$ cat src/shared/pmc_pkg.sv
// constants and types for the port mode control block
package pmc_pkg;

    localparam int PORT_A = 0;
    localparam int PORT_B = 1;
    localparam int PORT_C = 2;
    localparam int PORT_D = 3;
    localparam int NPORT  = 4;
    localparam int PW     = 8;

    // register offsets from the io_register_space base
    localparam logic [3:0] OFF_MODE_A = 4'h0;
    localparam logic [3:0] OFF_MODE_B = 4'h1;
    localparam logic [3:0] OFF_DIR_A  = 4'h2;
    localparam logic [3:0] OFF_DIR_B  = 4'h3;
    localparam logic [3:0] OFF_DIR_C  = 4'h4;
    localparam logic [3:0] OFF_DIR_D  = 4'h5;
    localparam logic [3:0] OFF_DRV_A  = 4'h6;
    localparam logic [3:0] OFF_DRV_B  = 4'h7;
    localparam logic [3:0] OFF_DRV_C  = 4'h8;
    localparam logic [3:0] OFF_DRV_D  = 4'h9;

    localparam logic [7:0] REG_RESET   = 8'h00;
    localparam logic [7:0] READ_UNMAP  = 8'h00;
    localparam logic [7:0] PORT_D_MASK = 8'h07;
    localparam logic [7:0] SCAN_PINS   = 8'h0F;

    typedef logic [NPORT-1:0][PW-1:0] pmc_ports_t;

    // drive-type bits that select open drain, per port (D..A)
    localparam pmc_ports_t OD_CAPABLE = {8'h00, 8'hFF, 8'hF0, 8'hF0};

    // programmed bus type, gray ordered
    typedef enum logic [1:0] {
        BUS_MUX_GENERIC = 2'b00,
        BUS_MUX_PARTIAL = 2'b01,
        BUS_MUX_PAGED   = 2'b11,
        BUS_NONMUX      = 2'b10
    } pmc_bus_t;

    typedef struct packed {
        logic [1:0][PW-1:0] mode;
        pmc_ports_t         dir;
        pmc_ports_t         drv;
        logic [15:0]        alat;
        pmc_ports_t         ain;
        pmc_ports_t         pin;
        pmc_ports_t         oe_n;
        pmc_ports_t         din;
        logic [PW-1:0]      rdata;
        logic [PW-1:0]      ext_rdata;
        logic               scan;
    } pmc_state_t;

endpackage

$ cat src/hdl/pmc_port_mode_control.sv
// port mode control: configuration registers and per-pin output muxing
// Overview of operation
// - mode bit 0 on A/B gives MCU I/O
// - MCU I/O drives data-out, reads data-in
// - output enable is direction OR array term
// - direction 1 output, 0 input, default input
// - ports C, D have no mode register
// - logic array I/O uses macrocell, tri-state otherwise
// - address out needs term or direction and mode
// - latched address nibbles mapped by bus type
// - non-multiplexed bus drives address 7:0 on B
// - upper address inputs latched by address strobe
// - data port mode gives port A to bus
// - peripheral bit turns port A into buffer
// - buffer tri-stated without a peripheral select
// - scan pins on port C, three enables
// - register bit n controls pin n
// - all configuration registers reset to zero
// - registers reached by ordinary bus cycles
// - programmed modes are inputs, others registers
// - mode availability differs per port
// - mode bit 1 selects address out
`timescale 1ns/1ns
`default_nettype none
module pmc_port_mode_control (
    // clock and reset
    input  wire logic              ref_clk_i,
    input  wire logic              rst_n_i,
    // register access in io_register_space
    input  wire logic              io_sel_i,
    input  wire logic [3:0]        reg_off_i,
    input  wire logic              reg_wr_i,
    input  wire logic              reg_rd_i,
    input  wire logic [7:0]        reg_wdata_i,
    output logic [7:0]             reg_rdata_o,
    // programmed configuration
    input  wire pmc_pkg::pmc_bus_t bus_type_i,
    input  wire logic              data_port_en_i,
    input  wire logic              peripheral_io_enable_bit_i,
    input  wire pmc_pkg::pmc_ports_t logic_array_io_mode_i,
    input  wire pmc_pkg::pmc_ports_t addr_in_sel_i,
    input  wire logic              scan_cfg_i,
    // logic array terms
    input  wire pmc_pkg::pmc_ports_t oe_term_i,
    input  wire pmc_pkg::pmc_ports_t macrocell_out_i,
    input  wire logic              peripheral_select_0_i,
    input  wire logic              peripheral_select_1_i,
    input  wire logic              scan_port_select_term_i,
    input  wire logic              scan_en_i,
    // microcontroller bus
    input  wire logic [15:0]       addr_i,
    input  wire logic              address_strobe_i,
    input  wire logic [7:0]        ext_data_i,
    input  wire logic              ext_wr_i,
    input  wire logic              ext_rd_i,
    input  wire logic [7:0]        core_rdata_i,
    output logic [7:0]             ext_rdata_o,
    // port data and pins
    input  wire pmc_pkg::pmc_ports_t data_out_i,
    input  wire pmc_pkg::pmc_ports_t pin_i,
    output pmc_pkg::pmc_ports_t    pin_o,
    output pmc_pkg::pmc_ports_t    pin_oe_n_o,
    // observed state
    output pmc_pkg::pmc_ports_t    data_in_o,
    output pmc_pkg::pmc_ports_t    addr_in_o,
    output logic                   scan_active_o
);
    import pmc_pkg::*;

    pmc_state_t st_r;
    pmc_state_t st_nxt;
    pmc_ports_t addr_v;
    pmc_ports_t avail;
    pmc_ports_t pv;
    pmc_ports_t pe;

    // latched address placement for ports A and B
    always_comb begin
        addr_v = '0;
        avail  = '0;
        case (bus_type_i)
            BUS_MUX_GENERIC: begin
                addr_v[PORT_A] = st_r.alat[7:0];
                addr_v[PORT_B] = st_r.alat[7:0];
                avail[PORT_A]  = 8'hFF;
                avail[PORT_B]  = 8'hFF;
            end
            BUS_MUX_PARTIAL: begin
                addr_v[PORT_A] = {st_r.alat[7:4], 4'h0};
                addr_v[PORT_B] = {4'h0, st_r.alat[11:8]};
                avail[PORT_A]  = 8'hF0;
                avail[PORT_B]  = 8'h0F;
            end
            BUS_MUX_PAGED: begin
                addr_v[PORT_B] = st_r.alat[15:8];
                avail[PORT_B]  = 8'hFF;
            end
            BUS_NONMUX: begin
                addr_v[PORT_B] = st_r.alat[7:0];
                avail[PORT_B]  = 8'hFF;
            end
            default: begin
                addr_v = '0;
                avail  = '0;
            end
        endcase
    end

    // per-pin output mux and driver enable
    genvar gp, gb;
    generate
        for (gp = 0; gp < NPORT; gp++) begin : g_port
            for (gb = 0; gb < PW; gb++) begin : g_bit
                logic ctl;
                logic drive_en;
                logic amode;
                logic val;
                logic od;
                if (gp < 2) begin : g_mode
                    assign ctl = st_r.mode[gp][gb];
                end else begin : g_nomode
                    assign ctl = 1'b0;
                end
                assign drive_en = st_r.dir[gp][gb] | oe_term_i[gp][gb];
                assign amode    = avail[gp][gb] & ctl & drive_en;
                assign val      = logic_array_io_mode_i[gp][gb] ? macrocell_out_i[gp][gb] :
                                  amode ? addr_v[gp][gb] : data_out_i[gp][gb];
                assign od       = OD_CAPABLE[gp][gb] & st_r.drv[gp][gb];
                // open drain only pulls low
                assign pe[gp][gb] = drive_en & ~(od & val);
                assign pv[gp][gb] = val;
            end
        end
    endgenerate

    always_comb begin
        st_nxt = st_r;
        // register writes
        if (io_sel_i && reg_wr_i) begin
            case (reg_off_i)
                OFF_MODE_A: st_nxt.mode[PORT_A] = reg_wdata_i;
                OFF_MODE_B: st_nxt.mode[PORT_B] = reg_wdata_i;
                OFF_DIR_A:  st_nxt.dir[PORT_A]  = reg_wdata_i;
                OFF_DIR_B:  st_nxt.dir[PORT_B]  = reg_wdata_i;
                OFF_DIR_C:  st_nxt.dir[PORT_C]  = reg_wdata_i;
                OFF_DIR_D:  st_nxt.dir[PORT_D]  = reg_wdata_i & PORT_D_MASK;
                OFF_DRV_A:  st_nxt.drv[PORT_A]  = reg_wdata_i;
                OFF_DRV_B:  st_nxt.drv[PORT_B]  = reg_wdata_i;
                OFF_DRV_C:  st_nxt.drv[PORT_C]  = reg_wdata_i;
                OFF_DRV_D:  st_nxt.drv[PORT_D]  = reg_wdata_i & PORT_D_MASK;
                default:    st_nxt.dir          = st_r.dir;
            endcase
        end
        // register reads, answered one cycle later
        if (io_sel_i && reg_rd_i) begin
            case (reg_off_i)
                OFF_MODE_A: st_nxt.rdata = st_r.mode[PORT_A];
                OFF_MODE_B: st_nxt.rdata = st_r.mode[PORT_B];
                OFF_DIR_A:  st_nxt.rdata = st_r.dir[PORT_A];
                OFF_DIR_B:  st_nxt.rdata = st_r.dir[PORT_B];
                OFF_DIR_C:  st_nxt.rdata = st_r.dir[PORT_C];
                OFF_DIR_D:  st_nxt.rdata = st_r.dir[PORT_D] & PORT_D_MASK;
                OFF_DRV_A:  st_nxt.rdata = st_r.drv[PORT_A];
                OFF_DRV_B:  st_nxt.rdata = st_r.drv[PORT_B];
                OFF_DRV_C:  st_nxt.rdata = st_r.drv[PORT_C];
                OFF_DRV_D:  st_nxt.rdata = st_r.drv[PORT_D] & PORT_D_MASK;
                default:    st_nxt.rdata = READ_UNMAP;
            endcase
        end
        // address strobe is a clock enable for the address register
        if (address_strobe_i) begin
            st_nxt.alat = addr_i;
            st_nxt.ain  = (st_r.ain & ~addr_in_sel_i) | (pin_i & addr_in_sel_i);
        end
        st_nxt.pin = pv;
        st_nxt.oe_n = ~pe;
        if (data_port_en_i) begin
            st_nxt.pin[PORT_A]  = core_rdata_i;
            st_nxt.oe_n[PORT_A] = {PW{~ext_rd_i}};
        end else if (peripheral_io_enable_bit_i) begin
            st_nxt.pin[PORT_A]  = ext_data_i;
            st_nxt.oe_n[PORT_A] = {PW{~((peripheral_select_0_i | peripheral_select_1_i) & ext_wr_i)}};
        end
        st_nxt.scan = scan_port_select_term_i | scan_cfg_i | scan_en_i;
        if (st_nxt.scan) begin
            st_nxt.oe_n[PORT_C] = st_nxt.oe_n[PORT_C] | SCAN_PINS;
        end
        st_nxt.din       = pin_i;
        st_nxt.ext_rdata = pin_i[PORT_A];
    end

    always_ff @(posedge ref_clk_i) begin
        if (!rst_n_i) begin
            st_r      <= '0;
            st_r.oe_n <= '1;
        end else begin
            st_r <= st_nxt;
        end
    end

    assign reg_rdata_o   = st_r.rdata;
    assign ext_rdata_o   = st_r.ext_rdata;
    assign pin_o         = st_r.pin;
    assign pin_oe_n_o    = st_r.oe_n;
    assign data_in_o     = st_r.din;
    assign addr_in_o     = st_r.ain;
    assign scan_active_o = st_r.scan;
endmodule
`default_nettype wire

$ cat config.mk
export PLATFORM = sky130hd
export DESIGN_NAME = pmc_port_mode_control
export DESIGN_NICKNAME = d
export VERILOG_FILES = /design/src/shared/pmc_pkg.sv /design/src/hdl/pmc_port_mode_control.sv
export SDC_FILE = /design/constraint.sdc
export NUM_CORES = 1
export LEC_CHECK = 0
export BUFFER_PORTS_ARGS = -buffer_cell sky130_fd_sc_hd__clkbuf_2
export CAP_MARGIN = 20
export CORE_MARGIN = 3
export CORE_UTILIZATION = 30
export CTS_CLUSTER_DIAMETER = 40
export DETAILED_ROUTE_END_ITERATION = 8
export GPL_TIMING_DRIVEN = 0
export MAX_ROUTING_LAYER = met4
export SETUP_SLACK_MARGIN = 0.3
export SYNTH_ARGS = -nofsm -noshare
export SYNTH_HDL_FRONTEND = slang
export SYNTH_SLANG_ARGS = --single-unit
$ cat constraint.sdc
create_clock -name ref_clk_i -period 1.77 [get_ports ref_clk_i]
set_input_delay 0.2655 -clock ref_clk_i [delete_from_list [all_inputs] [get_ports ref_clk_i]]
set_output_delay 0.2655 -clock ref_clk_i [all_outputs]
set_load 0.03 [all_outputs]
-- After elaboration in Yosys (flattened, before gate mapping)
Index checks and enable logic that the tools add are counted.
- equal/unequal tests: 12
- muxes and demuxes: 57
- bitwise logic cells: 119
- reduce and logical (&&, ||, !) cells: 17
- operators with widths (cell ; count):
    $pmux 8 s10 ; 1
    $and 1x1->1 ; 65
    $and 32x32->32 ; 2
    $not 32->32 ; 2
    $mux 1 ; 48
    $pmux 8 s2 ; 3
    $mux 8 ; 4
    $or 32x32->32 ; 1
    $or 1x1->1 ; 30
    $pmux 8 s3 ; 1
    $reduce_and 2->1 ; 10
    $not 1->1 ; 19
    $eq 4x3->1 const B ; 4
    $eq 4x2->1 const B ; 2
    $eq 4x4->1 const B ; 2
    $eq 2x2->1 const B ; 2
    $eq 4x1->1 const B ; 1
    $logic_not 4->1 ; 1
    $reduce_or 2->1 ; 2
    $reduce_or 3->1 ; 1
    $eq 2x1->1 const B ; 1
    $logic_and 1x1->1 ; 2
    $logic_not 2->1 ; 1
- bits in registers: 223
- output and inout bits: 145
- logic and storage cells: 235

-- Longest topological paths before layout
Gate-level depths: netlist of the first run.
- depth in word-level cells: 13
- mapped depth: 7
- mapped depth without buffers: 4

-- Worst setup path before layout of the first run
Ideal clock, no wire load.
- path kind: input-to-reg
- from: in reg_off_i[1]
- to: reg st_r, in the netlist reg_rdata_o[5]
- setup time: 0.122 ns
- arrival time: 1.265 ns
- required time: 1.648 ns
- slack: 0.384 ns
- cell stages on the path: 5
- buffers on the path: 1
- cell sequence: buf_4 -> mux4_2 -> inv_1 -> o22ai_1 -> a221o_1
- longest elaborated chain between the ends: 2
- ends and longest elaborated chain (item ; line ; RTL):
    from (decl) ; pmc_port_mode_control.sv:31 ; input wire logic [3:0] reg_off_i,
    $eq 4x4->1 (tied with other cells) ; pmc_port_mode_control.sv:156 ; case (reg_off_i)
    $pmux 8 s10 * ; pmc_port_mode_control.sv:156 ;
    to (signal assigned) ; pmc_port_mode_control.sv:197 ; st_r <= st_nxt;
    to (decl) ; pmc_port_mode_control.sv:70 ; pmc_state_t st_r;
Every way passes the cells marked *; elsewhere a longest branch is shown, timed or not.
A chain may end at the register's enable or synchronous reset.

-- Worst setup path after layout of the first run
- from: reg st_r[196] (netlist bit)
- to: reg st_r, in the netlist pin_o[3]
- longest elaborated chain between the ends: 6
- ends and longest elaborated chain (item ; line ; RTL):
    $or 1x1->1 ; pmc_port_mode_control.sv:124 ; assign drive_en = st_r.dir[gp][gb] | oe_term_i[gp][gb];
    $and 1x1->1 ; pmc_port_mode_control.sv:125 ; assign amode = avail[gp][gb] & ctl & drive_en;
    $mux 1 ; pmc_port_mode_control.sv:127 ; amode ? addr_v[gp][gb] : data_out_i[gp][gb];
    $mux 1 ; pmc_port_mode_control.sv:126 ; assign val = logic_array_io_mode_i[gp][gb] ? macrocell_out_i[gp][gb] :
    $mux 8 ; pmc_port_mode_control.sv:180 ; end else if (peripheral_io_enable_bit_i) begin
    $mux 8 ; pmc_port_mode_control.sv:177 ; if (data_port_en_i) begin
Every way passes these cells.

==> results of run 1 <==
metrics by stage:
step                TNS [ns]  setup WS (ns)
finish                     0          0.286
global route               0          0.199
CTS                        0          0.301
detailed placement    -65.50         -0.899
global placement      -66.62         -0.891
floorplan                  0          0.384
where the power goes:
part | total (W) | leakage (nW) | switching, W | internal, W
clock network | 0.00844 | 0.723 | 0.00273 | 0.00571
logic | 0.00212 | 4.63 | 0.00118 | 0.000939
registers | 0.00532 | 1.84 | 0.0000895 | 0.00523
critical path, stage by stage, from the launching register on:
cell and delay (ns):
dfxtp_1 0.37, o21ai_0 0.17, o31a_1 0.29, a2111oi_2 0.40, o31ai_1 0.12
cell usage after synthesis (all sizes together) (2+ instances only):
library cell / instances / area share [%]
nor3: 12 / 0.81
nor2: 102 / 3.8
a21oi: 60 / 2.9
a32oi: 2 / 0.17
o31ai: 13 / 0.96
nand2b: 13 / 0.80
nand4b: 3 / 0.47
buf: 172 / 12
mux2i: 86 / 8.4
a211oi: 5 / 0.37
o311a: 4 / 0.39
inv: 21 / 0.77
a22o: 3 / 0.26
nor2b: 5 / 0.31
o21ai: 57 / 2.8
o221ai: 3 / 0.26
dfxtp: 223 / 44
a221o: 6 / 0.59
nor4: 6 / 0.37
o211ai: 11 / 0.81
a2111oi: 4 / 0.34
o2bb2ai: 2 / 0.17
nand2: 116 / 4.3
mux2: 20 / 2.2
and2: 41 / 2.5
nand3: 58 / 3.0
and3: 4 / 0.25
o22ai: 5 / 0.31
o31a: 17 / 1.5
a31oi: 10 / 0.61
a22oi: 5 / 0.37
clkbuf: 39 / 1.4
nand3b: 5 / 0.37
layer usage:
metal	routed length (microns)	track usage, %	part of all wire [%]	up-vias
li1	-	-	-	4929
met1	16400	25.7	40	4828
met2	19500	37.7	48	474
met3	3090	4.71	7.6	96
met4	1480	7.90	3.7	0
met5	0	-	0	-
cell families (layout without fill, tap and decap cells):
| group | count (synthesis) | after routing | share of synthesized area (%) |
|---|---|---|---|
| AO/OA/AOI/OAI | 214 | 214 | 13.4 |
| AND/OR/NAND/NOR | 373 | 373 | 17.6 |
| flip-flops | 223 | 223 | 43.8 |
| buffers and inverters | 232 | 799 | 14.4 |
| other | 0 | 6 | 0 |
| multiplexers | 107 | 107 | 10.9 |
area by class of cell:
cell class | instances | area share (%)
buffer | 211 | 9.15
clock buffer | 48 | 7.30
tap | 442 | 3.59
multi-input combinational | 694 | 28.0
sequential | 223 | 29.1
inverter | 21 | 0.512
timing repair buffer | 497 | 20.0
antenna | 6 | 0.0975
clock inverter | 22 | 2.33
repair_timing:
action,4_1_cts,5_1_grt
endpoints found under the setup margin,132,51
endpoints found under the hold margin,104,0
hold buffers,112,0
resized for setup,27,39
worst min path at each step:
stage                       from              to  slack (ns)
6_report       addr_in_sel_i[14]            flop        0.02
5_1_grt          core_rdata_i[5]        pin_o[5]        0.01
4_1_cts          core_rdata_i[5]        pin_o[5]       0.001
3_5_place_dp       oe_term_i[28]  pin_oe_n_o[28]        0.42
3_3_place_gp       oe_term_i[30]  pin_oe_n_o[30]        0.42
2_1_floorplan      oe_term_i[27]  pin_oe_n_o[27]        0.33
==> results.md, run 1 <==
* Status: finished clean
* Synth Instances at 1149
* Gpl congestion at 0.930
* Nets at 1941
* Worst hold path type: in2reg
* Vias in the first global route at 10302
* Most frequent cells in the layout: clkbuf_2 (375), dfxtp_1 (213), buf_4 (155), nand2_1 (116), dlygate4sd3_1 (112)
* Vias at 10327
* Min Tclk post-route at 1.48 ns
* CTS tree: built
* Critical path launch point type: flop
* Commonest non-fill, non-tap cell in the layout: clkbuf_2
* Detailed-router iteration count before antenna repair at 5
* Worst-margin pin slew at 0.748 ns
* Setup violators final at 0
* CP endpoint: pin_o[3]
* DR iter-0 viols at 666
* Worst reg2reg path depth at 4
* Synth Cell Area at 10200 sq um
* Multi-input gate area at 4310 sq um
* RSZ-0062 raised after global routing: true
* CP Launch Point: st_r[196]
* Register area at 4480 sq um
* Total gr overflow at 0
* First-pass GRT wire length at 59.9 mm
* Vias per std cell at 4.77
* Seq cells post-synth at 223
* Die height at 190 microns
* Layout cell share with drive strength beyond 1 at 39.6%
* Register area share after synthesis at 43.8%
* Post-CTS setup repair buffer count at 0
* Area after DPL at 12700 sq um
* Leakage at 7.19 nW
* Worst Hold Depth at 3
* Final ANT Viol Nets at 0
* DIE WIDTH at 190 microns
* Maximum VDD drop at 0.679 mV
* Detailed-route wire length per cell at 18.7 microns
* Async set-reset flop share out of synthesis at 0%
* Critical Path RT at 2.16 ns
* DIE AREA at 36200 sq um
* Worst r2r dst: pin_o[3]
* I/O pins at 398
* Clk_lat worst skew at 0.52 ns
* R2R Path Start: st_r[196]
* Yosys warns at 0
* Placed cell count at 1976
* Final Power at 0.0159 W
* Power Dens Cells at 1030 nW/um^2
* Initial Utilization at 30.9%
* Port bufs at 385
* Clock Path Buffers at 3
* Gr usage total at 22.1%
* Flop2flop setup slack at 0.29 ns
* TritonCTS buffer count at 40
* Finished Core Util at 46.6%
* Row Count at 66
* Unique masters post-synth at 58
* Filler cells at 3232
* Max H-tree Level at 2
* CP Max Fanout at 4
* Core region area at 33000 sq um
* Final Max Slew Viols at 0
* Ys flop type: dfxtp_1
* Area grow syn2layout at 51.0%
* CTS sink count at 223
* Largest net degree at the start of global routing at 12
* Max Freq at 0.674 GHz
* Fin crit share at 83.8%
* Initial antenna violation count at 6
* Non-Filler Instances at 2164
* Syn avg cell area at 8.87 sq um
* Setup Skew at 0.0178 ns
* EDFF count, synth at 0
* DR DRC count at 0
* Setup CP Type: reg2reg
* Post-Route WL at 40.5 mm
* Final Hold Viols at 0
* Crit path capture type: flop
* Clk root buf: clkbuf_16
* Clock transition at path regs at 0.06 ns
* Hold WS at 0.0180 ns
* Post-DP HPWL at 30.3 mm
* Max-cap viol count at 0
* Syn_nets at 1402
* Slew HR at 50.1%
* CP arrival at 1.88 ns
* Final Cell Area at 15400 sq um
Power figures use the tool's default switching activity.
==> run 2: changes to the inputs <==
--- a/config.mk
+++ b/config.mk
@@ -5,6 +5,7 @@
 export SDC_FILE = /design/constraint.sdc
 export NUM_CORES = 1
 export LEC_CHECK = 0
+export ABC_AREA = 1
 export BUFFER_PORTS_ARGS = -buffer_cell sky130_fd_sc_hd__clkbuf_2
 export CAP_MARGIN = 20
 export CORE_MARGIN = 3
==> constraint.sdc (replaced) <==
create_clock -name ref_clk_i -period 1.3 [get_ports ref_clk_i]
set_input_delay 0.195 -clock ref_clk_i [delete_from_list [all_inputs] [get_ports ref_clk_i]]
set_output_delay 0.195 -clock ref_clk_i [all_outputs]
set_load 0.03 [all_outputs]
==> run 2 against run 1 <==
  * The run now ends with hold timing, setup timing left
  * Core utilization increased by 11 points
  * Synthesized area decreased by 1.8%
  * Die area decreased by 1.7%
  * Clock power increased by 34%
  * Highest routed layer unchanged
==> results.md, run 2 <==
* Core region area at 32700 sq um
* Post-synth top cells: nand2_1 (295), dfxtp_1 (223), buf_4 (149)
* Worst r2r dst: pin_oe_n_o[15]
* Initial antenna violation count at 6
* Clk_lat worst skew at 0.52 ns
* Cell Chain, Critical Path: buf_6, buf_8
* CTS sink count at 223
* GR Util met2 at 44.5%
* Worst-margin pin slew at 0.763 ns
* Syn_nets at 1615
* Placed cell count at 2195
* Worst Slack Setup Final at -0.0221 ns
* Final ANT Viol Nets at 0
* DR DRC count at 0
* Critical path launch point type: flop
* Setup CP Type: reg2out
* Worst path buffer plus inverter count at 2
* Commonest non-fill, non-tap cell in the layout: nand2_1
* Hold Crit Endpoint: pin_oe_n_o[17]
* Min-delay src: scan_port_select_term_i
* Gr usage total at 24.8%
* Worst Hold Depth at 3
* RSZ-0062 raised after global routing: true
* Most frequent cells in the layout: nand2_1 (259), clkbuf_2 (252), dlygate4sd3_1 (178), dfxtp_2 (175), buf_6 (156)
* R2R Path Start: g_port[1].g_bit[7].ctl
* Finished Core Util at 58.0%
* Filler cells at 2764
* Gpl congestion at 0.919
* Final Max Slew Viols at 0
* DR iter-0 viols at 580
* Grt met1 use at 27.5%
* Port bufs at 391
* Unique masters post-synth at 27
* Synth Cell Area at 10000 sq um
* DIE AREA at 35600 sq um
* Leading area contributor after synthesis: dfxtp_1
* First-pass GRT wire length at 67.3 mm
* EDFF count, synth at 0
* Synth area leaders: dfxtp_1 (45%), buf_4 (11%), nand2_1 (11%)
* Row Count at 66
* Leakage at 8.62 nW
* Worst reg2reg path depth at 7
* Min Tclk post-route at 1.32 ns
* Crit-path slowest cell: dfxtp_4
* Count leader, synth: nand2_1
* Detailed-router iteration count before antenna repair at 7
* Nets at 2263
* Setup Skew at 0.0125 ns
* Worst hold path type: in2reg
* Post-Place Setup Slack at -0.521 ns
* Max stage delay on crit path at 0.36 ns
* Slew HR at 49.1%
* Area after DPL at 12600 sq um
* Critical Path RT at 1.11 ns
* Syn avg cell area at 7.36 sq um
* CTS tree: built
* TritonCTS buffer count at 42
* CP Max Fanout at 2
* CP arrival at 1.13 ns
* Async set-reset flop share out of synthesis at 0%
* I/O pins at 398
* Seq cells post-synth at 223
* Setup violators final at 5
* Crit path capture type: output pin
* Synth Instances at 1362
* Layout cell share with drive strength beyond 1 at 49.3%
* Maximum VDD drop at 0.894 mV
* Clock Path Buffers at 3
* Yosys top cell area share at 44.6%
* Detailed-route wire length per cell at 18.8 microns
* DIE WIDTH at 189 microns
* Max Freq at 0.756 GHz
* Vias per std cell at 4.73
* Area grow syn2layout at 89.2%
* Non-Filler Instances at 2489
* Fin crit share at 102%
* Ys flop type: dfxtp_1
* Yosys warns at 0
* Final Hold Viols at 5
* Initial Utilization at 30.6%
* Clk root buf: clkbuf_16
* Total gr overflow at 0
* Power Dens Cells at 1190 nW/um^2
* Status: complete, but fails checks
* Failing checks: hold timing, setup timing
* Largest net degree at the start of global routing at 12
* Clock transition at path regs at 0.05 ns
* Final Cell Area at 19000 sq um
* Vias at 11773
* Post-Route WL at 46.8 mm
* Max-cap viol count at 0
* Vias in the first global route at 12009
* CP top delay family: flip-flops
* Met3 Resource Use GR at 4.97%
* Hold WS at -0.0373 ns
* Max H-tree Level at 2
* Die height at 189 microns
* Register area share after synthesis at 44.6%
* Top Usage Layer GRT: met2
* Flop2flop setup slack at 0.18 ns
* Post-DP HPWL at 30.7 mm
-- run 2: cell count changes after synthesis, moves of 15 or more --
cell,before,now
a21oi_1,60,147
and2_1,41,0
inv_1,20,116
mux2_2,20,0
mux2i_1,86,8
nand2_1,116,295
nand3_1,56,141
nor2_1,102,87
o21ai_0,56,99
o31a_1,17,0
-- run 2: final cells by class --
type | count | area (sq um) | area share [%]
Clock buffer | 50 | 1160 | 6.13
Buffer | 202 | 1940 | 10.2
Antenna cell | 6 | 15.0 | 0.0792
Inverter | 120 | 459 | 2.42
Sequential cell | 223 | 4730 | 24.9
Clock inverter | 25 | 305 | 1.61
Tap cell | 442 | 553 | 2.92
Multi-Input combinational cell | 817 | 4280 | 22.6
Timing Repair Buffer | 604 | 5520 | 29.1
-- run 2: how the worst max path moves through the flow --
stage	startpoint	end	slack, ns	depth (start not counted)
after global placement	rst_n_i	pin_oe_n_o[11]	-0.52	4
after CTS	flop	addr_in_o[14]	-0.05	2
after detailed placement	rst_n_i	pin_oe_n_o[11]	-0.52	4
final	flop	addr_in_o[14]	-0.02	2
after floorplan	rst_n_i	g_port[0].g_bit[0].ctl	0.22	5
after global routing	flop	addr_in_o[14]	-0.05	2
-- run 2: tightest hold or removal path, stage by stage --
cell and delay (ns):
clkbuf_2 0.12, nor4_4 0.07, o221ai_2 0.05
-- run 2: per-stage QoR --
stage / total power, W / setup TNS, ns
5_1_grt: 0.0233 / -0.485
3_3_place_gp: 0.00987 / -40.14
2_1_floorplan: 0.00888 / 0
6_report: 0.0225 / -0.0764
4_1_cts: 0.0222 / -0.774
3_5_place_dp: 0.00991 / -43.62
-- run 2: what timing repair did --
item / 4_1_cts / 5_1_grt
setup buffers: 15 / 18
pin swaps: 32 / 73
endpoints found under the setup margin: 255 / 186
gates resized for setup: 544 / 425
hold buffers: 182 / 1
gates cloned: 0 / 0
endpoints found under the hold margin: 136 / 5
-- run 2: cell families after synthesis --
logic type             Yosys count  share of synthesized area [%]
flip-flops                     223                           44.6
buffers and inverters          322                           18.0
AND/OR/NAND/NOR                547                           23.1
AO/OA/AOI/OAI                  262                           13.6
multiplexers                     8                          0.799
-- run 2: routing by layer --
| metal | up-vias | part of all wire [%] |
|---|---|---|
| li1 | 5595 | - |
| met1 | 5557 | 38 |
| met2 | 510 | 51 |
| met3 | 111 | 6.9 |
| met4 | 0 | 3.6 |
| met5 | - | 0 |
-- run 2: where the power goes --
group,switching (W),total [W],internal (W)
clock network,0.00386,0.0113,0.00742
logic,0.00189,0.00390,0.00200
registers,0.000186,0.00734,0.00716
total,0.00593,0.0225,0.0166
